$ cat src/sbst_tap_regs.vh
`ifndef SBST_TAP_REGS_VH
`define SBST_TAP_REGS_VH
// ----------------------------------------
// instruction codes
// ----------------------------------------
`define SBST_IR_EXTEST 3'h0
`define SBST_IR_IDCODE 3'h1
`define SBST_IR_FLOAT 3'h2
`define SBST_IR_SAMPLE 3'h4
`define SBST_IR_BYPASS 3'h7
// ----------------------------------------
// scan path lengths and field positions
// ----------------------------------------
`define SBST_IR_LEN 3
`define SBST_ID_LEN 32
`define SBST_BSR_LEN 109
`define SBST_BSR_OE_BIT 108
`define SBST_ID_REV_HI 31
`define SBST_ID_REV_LO 29
`define SBST_ID_PART_HI 28
`define SBST_ID_PART_LO 12
`define SBST_ID_VEND_HI 11
`define SBST_ID_VEND_LO 1
`define SBST_ID_PRESENT 1'h1
`define SBST_IR_CAPTURE 2'h1
// ----------------------------------------
// tap states
// ----------------------------------------
`define SBST_TLR 4'hF
`define SBST_RTI 4'hC
`define SBST_SELDR 4'h7
`define SBST_CAPDR 4'h6
`define SBST_SHDR 4'h2
`define SBST_EX1DR 4'h1
`define SBST_PDR 4'h3
`define SBST_EX2DR 4'h0
`define SBST_UPDR 4'h5
`define SBST_SELIR 4'h4
`define SBST_CAPIR 4'hE
`define SBST_SHIR 4'hA
`define SBST_EX1IR 4'h9
`define SBST_PIR 4'hB
`define SBST_EX2IR 4'h8
`define SBST_UPIR 4'hD
`endif

$ cat src/sbst_tap.v
// Functional notes
// - TMS sampled on TCK rise steers state
// - TDO changes only after TCK falls
// - ID holds revision, part, vendor fields
// - ID bit zero is constant one
// - path lengths 3, 1, 32, 109
// - code 000 boundary path, oe cell drives
// - code 001 selects fixed identification code
// - code 010 boundary path, outputs floated
// - code 100 samples ring, boundary path
// - code 111 selects one-bit skip register
// - five TMS-high edges reset the TAP
// - reset loads IDCODE into instruction
// - capture-IR loads 01 into low bits
// - bit 108 enables outputs under EXTEST
`include "sbst_tap_regs.vh"
module sbst_tap #(
	parameter [2:0] REVISION = 3'h0, // arbitrary value
	parameter [16:0] PART_TYPE = 17'h00ABC, // arbitrary value
	parameter [10:0] VENDOR = 11'h055 // arbitrary value
) (
	input wire CLOCK,
	input wire RST_N,
	input wire TCK,
	input wire TMS,
	input wire TDI,
	input wire [`SBST_BSR_LEN-1:0] RING_IN,
	output reg TDO,
	output reg TDO_OE,
	output reg [`SBST_BSR_LEN-1:0] RING_OUT,
	output reg RING_DRIVE,
	output reg Q_OE
);
	// ----------------------------------------
	// pin synchronisers and edge detect
	// ----------------------------------------
	reg [1:0] tck_s;
	reg [1:0] tms_s;
	reg [1:0] tdi_s;
	reg tck_d;
	wire rise;
	wire fall;
	// first stage read only by the second
	always @(posedge CLOCK or negedge RST_N) begin
		if (!RST_N) begin
			tck_s <= 2'h0;
			tms_s <= 2'h3;
			tdi_s <= 2'h3;
			tck_d <= 1'b0;
		end else begin
			tck_s <= {tck_s[0], TCK};
			tms_s <= {tms_s[0], TMS};
			tdi_s <= {tdi_s[0], TDI};
			tck_d <= tck_s[1];
		end
	end
	assign rise = tck_s[1] & ~tck_d;
	assign fall = ~tck_s[1] & tck_d;
	wire tms = tms_s[1];
	wire tdi = tdi_s[1];

	// ----------------------------------------
	// tap state machine
	// ----------------------------------------
	reg [3:0] state;
	reg [3:0] next_state;
	// next state from sampled TMS
	always @* begin
		next_state = state;
		case (state)
			`SBST_TLR: next_state = tms ? `SBST_TLR : `SBST_RTI;
			`SBST_RTI: next_state = tms ? `SBST_SELDR : `SBST_RTI;
			`SBST_SELDR: next_state = tms ? `SBST_SELIR : `SBST_CAPDR;
			`SBST_CAPDR: next_state = tms ? `SBST_EX1DR : `SBST_SHDR;
			`SBST_SHDR: next_state = tms ? `SBST_EX1DR : `SBST_SHDR;
			`SBST_EX1DR: next_state = tms ? `SBST_UPDR : `SBST_PDR;
			`SBST_PDR: next_state = tms ? `SBST_EX2DR : `SBST_PDR;
			`SBST_EX2DR: next_state = tms ? `SBST_UPDR : `SBST_SHDR;
			`SBST_UPDR: next_state = tms ? `SBST_SELDR : `SBST_RTI;
			`SBST_SELIR: next_state = tms ? `SBST_TLR : `SBST_CAPIR;
			`SBST_CAPIR: next_state = tms ? `SBST_EX1IR : `SBST_SHIR;
			`SBST_SHIR: next_state = tms ? `SBST_EX1IR : `SBST_SHIR;
			`SBST_EX1IR: next_state = tms ? `SBST_UPIR : `SBST_PIR;
			`SBST_PIR: next_state = tms ? `SBST_EX2IR : `SBST_PIR;
			`SBST_EX2IR: next_state = tms ? `SBST_UPIR : `SBST_SHIR;
			`SBST_UPIR: next_state = tms ? `SBST_SELDR : `SBST_RTI;
			default: next_state = `SBST_TLR;
		endcase
	end

	// ----------------------------------------
	// scan registers
	// ----------------------------------------
	reg [`SBST_IR_LEN-1:0] ir_shift;
	reg [`SBST_IR_LEN-1:0] ir;
	reg skip;
	reg [`SBST_ID_LEN-1:0] id_shift;
	reg [`SBST_BSR_LEN-1:0] bsr;
	wire [`SBST_ID_LEN-1:0] id_value;
	wire bsr_sel;
	// hardwired identification word
	assign id_value = {REVISION, PART_TYPE, VENDOR, `SBST_ID_PRESENT};
	// reserved codes fall back to the skip path
	assign bsr_sel = (ir == `SBST_IR_EXTEST) | (ir == `SBST_IR_FLOAT) |
		(ir == `SBST_IR_SAMPLE);

	// state and shifting on each TCK rise, lsb toward TDO
	always @(posedge CLOCK or negedge RST_N) begin
		if (!RST_N) begin
			state <= `SBST_TLR;
			ir_shift <= `SBST_IR_IDCODE;
			ir <= `SBST_IR_IDCODE;
			skip <= 1'b0;
			id_shift <= {`SBST_ID_LEN{1'b0}};
			bsr <= {`SBST_BSR_LEN{1'b0}};
			RING_OUT <= {`SBST_BSR_LEN{1'b0}};
			RING_OUT[`SBST_BSR_OE_BIT] <= 1'b1;
		end else if (rise) begin
			state <= next_state;
			case (state)
				`SBST_TLR: begin
					ir <= `SBST_IR_IDCODE;
					ir_shift <= `SBST_IR_IDCODE;
					RING_OUT[`SBST_BSR_OE_BIT] <= 1'b1;
				end
				`SBST_CAPIR: ir_shift <= {1'b0, `SBST_IR_CAPTURE};
				`SBST_SHIR: ir_shift <= {tdi, ir_shift[`SBST_IR_LEN-1:1]};
				`SBST_UPIR: ir <= ir_shift;
				`SBST_CAPDR: begin
					skip <= 1'b0;
					id_shift <= id_value;
					bsr <= RING_IN;
				end
				`SBST_SHDR: begin
					if (bsr_sel)
						bsr <= {tdi, bsr[`SBST_BSR_LEN-1:1]};
					else if (ir == `SBST_IR_IDCODE)
						id_shift <= {tdi, id_shift[`SBST_ID_LEN-1:1]};
					else
						skip <= tdi;
				end
				`SBST_UPDR: begin
					// preload latch, oe cell at bit 108
					if (bsr_sel)
						RING_OUT <= bsr;
				end
				default: begin
				end
			endcase
			// entering reset restores IDCODE and presets the oe cell
			if (next_state == `SBST_TLR) begin
				ir <= `SBST_IR_IDCODE;
				ir_shift <= `SBST_IR_IDCODE;
				RING_OUT[`SBST_BSR_OE_BIT] <= 1'b1;
			end
		end
	end

	// ----------------------------------------
	// output drive control
	// ----------------------------------------
	// float wins under code 010, oe cell under EXTEST
	always @(posedge CLOCK or negedge RST_N) begin
		if (!RST_N) begin
			Q_OE <= 1'b1;
			RING_DRIVE <= 1'b0;
		end else begin
			Q_OE <= (ir == `SBST_IR_FLOAT) ? 1'b0 :
				(ir == `SBST_IR_EXTEST) ? RING_OUT[`SBST_BSR_OE_BIT] : 1'b1;
			RING_DRIVE <= (ir == `SBST_IR_EXTEST);
		end
	end

	// ----------------------------------------
	// TDO launch on falling edge
	// ----------------------------------------
	reg tdo_bit;
	always @* begin
		tdo_bit = skip;
		if (state == `SBST_SHIR)
			tdo_bit = ir_shift[0];
		else if (bsr_sel)
			tdo_bit = bsr[0];
		else if (ir == `SBST_IR_IDCODE)
			tdo_bit = id_shift[0];
	end
	// launched a half TCK after shifting, so the host samples a stable bit
	always @(posedge CLOCK or negedge RST_N) begin
		if (!RST_N) begin
			TDO <= 1'b0;
			TDO_OE <= 1'b0;
		end else if (fall) begin
			TDO <= tdo_bit;
			TDO_OE <= (state == `SBST_SHIR) | (state == `SBST_SHDR);
		end
	end
endmodule // sbst_tap

$ cat config.mk
export PLATFORM = sky130hd
export DESIGN_NAME = sbst_tap
export DESIGN_NICKNAME = d
export VERILOG_FILES = /design/src/sbst_tap.v
export VERILOG_INCLUDE_DIRS = /design/src /design/src/src
export SDC_FILE = /design/constraint.sdc
export NUM_CORES = 1
export LEC_CHECK = 0
export ABC_CLOCK_PERIOD_IN_PS = 5500
export BUFFER_PORTS_ARGS = -buffer_cell sky130_fd_sc_hd__buf_2
export CAP_MARGIN = 15
export CELL_PAD_IN_SITES_DETAIL_PLACEMENT = 1
export CELL_PAD_IN_SITES_GLOBAL_PLACEMENT = 1
export CORE_MARGIN = 2
export CORE_UTILIZATION = 40
export DETAILED_ROUTE_END_ITERATION = 16
export PLACE_DENSITY = 0.83
export SLEW_MARGIN = 20
export SYNTH_ARGS = -nofsm -noshare
export SYNTH_HDL_FRONTEND = slang
export SYNTH_SLANG_ARGS = --single-unit
export TNS_END_PERCENT = 1
$ cat constraint.sdc
create_clock -name CLOCK -period 5.5 [get_ports CLOCK]
set_input_delay 0.275 -clock CLOCK [delete_from_list [all_inputs] [get_ports CLOCK]]
set_output_delay 0.275 -clock CLOCK [all_outputs]
set_load 0.01 [all_outputs]
==> metrics.yaml, run 1 <==
multi_input_area_um2: 3770
powerDensity_nw_per_um2: 547
ys_types: 42
dr.pass1.iters: 4
path_class: "flip-flop to flip-flop"
io_pins: 227
cts.sinks: 272
clkLatencyLatePin_ns: 0.56
finalHoldViolations: 0
antenna_found_initial: 5
avgSynthCellArea_um2: 12.8
p_leak_nw: 6.50
area_growth_pct: 22.0
synth_top_cell_by_area: "dfrtp_1"
gr-total-overflow: 0
drive_gt1_share_pct: 37.9
fin_hold_ws_ns: 0.0511
dp_hpwl_um: 18600
core_area_um2: 26900
hold_class: "input port to flip-flop"
dieArea_um2: 28700
path_clk_slew_ns: 0.06
end_kind: "flip-flop"
n_fill_cell: 2810
start_kind: "flip-flop"
die_h_um: 169
status: "complete, no violations"
drc: 0
syn-instance-count: 853
cts_tree: "done"
synth_edf_count: 0
grt_pass1_vias: 8578
slew_viol_final: 0
num-nets-final: 1160
cts.path.max_buffers: 3
period_needed_ns: 3.37
yosys_warnings: 0
num_vias: 8087
die_w_um: 169
wl_per_cell_um: 21.3
fin_cells: 1413
fin_skew_ns: 0.0296
synthArstFlopShare_pct: 100
synth.area.top_cells: "dfrtp_1, mux2_2, a2bb2oi_1, o22ai_1, dfstp_2"
peakVddDrop_v: 0.000227
grt_max_degree: 158
numCtsBuffers: 29
h-tree-depth: 1
fmaxAchievable_mhz: 297
grt_pass1_wl_um: 47600
synthesis.nets: 967
ys_seq_area_share_pct: 62.4
ys_ff_latch: 272
synth-main-ff-cell: "dfrtp_1"
synth.top_cell.area_share_pct: 59.5
drtAntennaViolNets: 0
clock-root-buffer: "clkbuf_16"
tns_ns: 0
numPortBuffers: 226
start_util_pct: 40.7
post-route-period-util_pct: 61.3
setup_violations: 0
wirelength_um: 30200
cap_violations: 0
synth_area_um2: 10900
row_count: 60
cp_max_fo: 75
place.gp.congestion: 0.786
final_cell_mix: "dfrtp_1, buf_2, o22ai_1, a2bb2oi_1, mux2_2"
placed_cells: 1352
postCtsResizedCells: 0
drt_iter0_markers: 499
final_common_cell: "dfrtp_1"
grt.total_usage_pct: 20.8
seq_area_um2: 6820
rsz0062_at_grt: "false"
worstMarginPinSlew_ns: 0.979
arrival_ns: 3.81
avgViaCountPerCell: 5.72
relSlewSlack_pct: 34.7
cp.required_ns: 5.95
per-layer routing:
| layer | global-route usage, % | share of wire [%] | vias up |
|---|---|---|---|
| met3 | 3.45 | 5.0 | 69 |
| met2 | 35.5 | 49 | 236 |
| met1 | 26.9 | 42 | 4179 |
| met4 | 7.36 | 3.4 | 4 |
| met5 | 0 | 0.090 | - |
| li1 | - | - | 3599 |
final timing paths:
kind | from | slack (ns) | endpoint | depth (start not counted)
setup / recovery | tck_s[1] | 2.13 | bsr[75] | 5
hold / removal | RING_IN[60] | 0.05 | bsr[60] | 3
setup reg to reg | tck_s[1] | 2.13 | bsr[75] | 5
hold reg to reg | tdi_s[0] | 0.36 | tdi_s[1] | 0
max in group asynchronous | RST_N | 3.85 | RING_OUT[23] | 3
min in group asynchronous | RST_N | 0.36 | RING_OUT[99] | 2
worst max-delay path: stages (launching register included):
cell and delay [ns]:
dfrtp_1 0.41, nor2b_1 0.55, and3_4 0.68, and2_4 0.56, buf_4 0.76, a2bb2oi_1 0.25
timing repair:
item,CTS,global route
buffers inserted,0,0
hold endpoints to repair,106,0
hold buffers,4,0
final cells by class:
cell class,count,area share [%]
timing repair buffer,240,9.51
antenna,3,0.0563
clock inverter,19,1.77
inverter,5,0.141
multi-input combinational,498,28.3
sequential,272,51.1
clock buffer,35,5.91
tap,341,3.20
synth_stat cells (4+ instances only):
master	instances
mux2_1	9
buf_6	4
o22ai_1	109
o21ai_0	39
nand2b_1	4
a2bb2oi_1	109
a22o_1	4
nor2_1	17
buf_2	28
nand2_1	63
buf_1	5
inv_1	5
clkbuf_1	39
a21oi_1	7
dfstp_2	12
dfrtp_1	260
mux2_2	99
flip-flops by register name, indices dropped and copies added (netlist names):
signal / count
TDO: 1
tms_s: 2
id_shift: 32
tck_d: 1
bsr: 109
RING_OUT: 109
Q_OE: 1
tck_s: 2
skip: 1
tdi_s: 2
TDO_OE: 1
RING_DRIVE: 1
ir_shift: 3
ir: 3
state: 4
power by group:
part           switching, mW  internal [mW]
registers              0.663           2.80
logic                  0.810          0.932
clock network          0.832           1.26
kinds of logic (layout without fill, tap and decap cells):
logic type	Yosys count	after routing	share of synthesized area, %
AO/OA/AOI/OAI	284	284	18.5
flip-flops	272	272	62.4
buffers and inverters	83	299	3.51
AND/OR/NAND/NOR	105	105	4.35
multiplexers	109	109	11.2
other	0	3	0
stage by stage:
| stage | area, µm² | util (%) | power, mW | worst slack [ns] |
|---|---|---|---|---|
| after floorplan | 10900 | - | 4.40 | 3.76 |
| after global placement | 12300 | 45.6 | 5.06 | 2.32 |
| after detailed placement | 12300 | 45.6 | 5.20 | 2.17 |
| after CTS | 13300 | 49.6 | 7.36 | 2.14 |
| after global routing | 13300 | 49.6 | 7.68 | 1.90 |
| final | 13300 | 49.6 | 7.29 | 2.13 |
No activity file was read; power rests on OpenSTA's default activity.
==> run 2, diff against run 1 <==
- ABC_CLOCK_PERIOD_IN_PS: 5500 -> 3100
- CORE_UTILIZATION: 40 -> 39
- PLACE_DENSITY: 0.83 -> 0.84
- clock period: 5.5 -> 3.1 ns (I/O delays scaled with it)
==> metrics.yaml, run 2 (synthesized netlist as in run 1, its figures left out) <==
status: "complete, no violations"
drtAntennaViolNets: 0  # unchanged
drc: 0  # unchanged
setup_ws_ns: 0.642  # -1.49 ns
relSlewSlack_pct: 48.1  # +13 points
numCtsBuffers: 29  # unchanged
met3_usage_pct: 4.65  # +1.2 points
grt_pass1_vias: 9479  # +11%
fmaxAchievable_mhz: 407  # +37%
end_kind: "flip-flop"
top_regs: "RING_OUT: 109 flops, bsr: 109 flops, id_shift: 32 flops"
path_class: "flip-flop to flip-flop"
antenna_found_initial: 1  # -4
start_util_pct: 39.5  # -1.2 points
dp_hpwl_um: 19100  # +2.9%
drive_gt1_share_pct: 34.5  # -3.4 points
finalHoldViolations: 0  # unchanged
path_clk_slew_ns: 0.06  # about the same
num-nets-final: 1270  # +9.5%
worstMarginPinSlew_ns: 0.779  # -0.200 ns
num_vias: 8604  # +6.4%
grt_max_degree: 111  # -30%
cp_max_fo: 48  # -36%
hold_class: "input port to flip-flop"
rsz0062_at_grt: "false"
cpPeakStageDelay_ns: 0.68  # -0.08 ns
postCtsResizedCells: 0  # unchanged
numPortBuffers: 226  # unchanged
peakVddDrop_v: 0.000415  # +83%
cts_setup_buffers: 0  # unchanged
period_needed_ns: 2.46  # -0.912 ns
n_fill_cell: 2848  # +1.4%
cts.path.max_buffers: 3  # unchanged
fin_skew_ns: 0.0106  # -0.0191 ns
avgViaCountPerCell: 5.52  # -3.5%
slowest_stage: "dfstp_2"
dieArea_um2: 29400  # +2.5%
final_cell_mix: "dfrtp_1, buf_2, o22ai_1, a2bb2oi_1, dlygate4sd3_1"
gr-total-overflow: 0  # unchanged
worst-path-buf-inv: 1  # unchanged
crit_chain: "nor4b_4, nand2_4, buf_4, o22ai_1, a2bb2oi_1"
p_leak_nw: 6.95  # +7.0%
core_area_um2: 27700  # +3.1%
post-route-period-util_pct: 79.3  # +18 points
cp.required_ns: 3.51  # -2.44 ns
io_pins: 227  # unchanged
arrival_ns: 2.86  # -0.95 ns
die_h_um: 171  # +1.2%
place.gp.congestion: 0.783  # -0.41%
start_kind: "flip-flop"
h-tree-depth: 1  # unchanged
clkLatencyLatePin_ns: 0.55  # about the same
area_growth_pct: 32.2
path_delay_family: "simple AND/OR/NAND/NOR gates"
cts_tree: "done"
setup_violations: 0  # unchanged
use_met1_pct: 28.1  # +1.2 points
die_w_um: 171  # +1.2%
drt_iter0_markers: 562  # +13%
grt.busiest_layer: "met2"
pre_cts_ws_ns: 0.771  # -1.40 ns
wl_per_cell_um: 22.4  # +4.7%
grt_pass1_wl_um: 54000  # +13%
cts.sinks: 272  # unchanged
dr.pass1.iters: 4  # unchanged
wirelength_um: 34800  # +15%
cap_violations: 0  # unchanged
grt.total_usage_pct: 23.4  # +2.6 points
tns_ns: 0  # unchanged
row_count: 61  # +1.7%
seq_area_um2: 6820  # unchanged
use_met2_pct: 41.7  # +6.3 points
multi_input_area_um2: 3770  # unchanged
powerDensity_nw_per_um2: 904  # +65%
clock-root-buffer: "clkbuf_16"
slew_viol_final: 0  # unchanged
final_common_cell: "dfrtp_1"
[run 2: cell types whose count changed in the layout (fill, tap and decap cells not counted), sizes merged]
| cell | delta |
|---|---|
| dlygate4sd3 | +101 |
| buf | +9 |
| clkbuf | +8 |
| clkinv | -5 |
| bufinv | -2 |
| clkinvlp | -2 |
| diode | -1 |
[run 2: repair_timing]
action                                  in CTS  in global routing
hold buffers                               105                  0
endpoints found under the setup margin       0                  0
endpoints found under the hold margin      198                  0
[run 2: cell type report]
type | instances | share of cell area (%)
Timing Repair Buffer | 350 | 16.7
Tap cell | 378 | 3.27
Inverter | 5 | 0.130
Clock buffer | 43 | 5.73
Sequential cell | 272 | 47.2
Antenna cell | 2 | 0.0346
Clock inverter | 10 | 0.917
Multi-Input combinational cell | 498 | 26.1
[run 2: final timing paths]
| path | start | to | slack (ns) | cells past startpoint |
|---|---|---|---|---|
| hold reg to reg | tck_s[0] | tck_s[1] | 0.35 | 0 |
| setup reg to reg | state[1] | bsr[36] | 0.64 | 5 |
| hold / removal | RING_IN[33] | bsr[33] | 0.01 | 3 |
| max in group asynchronous | RST_N | state[2] | 1.99 | 3 |
| min in group asynchronous | RST_N | bsr[94] | 0.26 | 2 |
| setup / recovery | state[1] | bsr[36] | 0.64 | 5 |
[run 2: power breakdown]
part	leakage, nW	internal, mW	switching [mW]	total [mW]
combinational	3.08	1.76	1.55	3.31
clock	0.475	2.09	1.46	3.56
sequential	3.40	4.97	1.23	6.20
total	6.95	8.82	4.25	13.1
[run 2: tightest hold or removal path, stage by stage]
cell and delay (ns):
buf_2 0.11, o22ai_1 0.16, a2bb2oi_1 0.10
[run 2: metal layers]
layer  wire (µm)  part of all wire, %
met3        1960                  5.6
met2       17900                   51
met1       13900                   40
met4        1060                  3.0
met5           0                    0
[run 2: stage by stage]
step           instances  area [µm²]  util, %  hold WS (ns)  total power [mW]
2_1_floorplan        853       10900        -        -0.141              7.81
3_5_place_dp        1398       12400     44.9         0.268              9.24
6_report            1558       14500     52.2        0.0120              13.1
4_1_cts             1556       14500     52.2       0.00122              13.0
3_3_place_gp        1398       12400     44.9         0.264              9.00
5_1_grt             1557       14500     52.2       0.00849              13.7
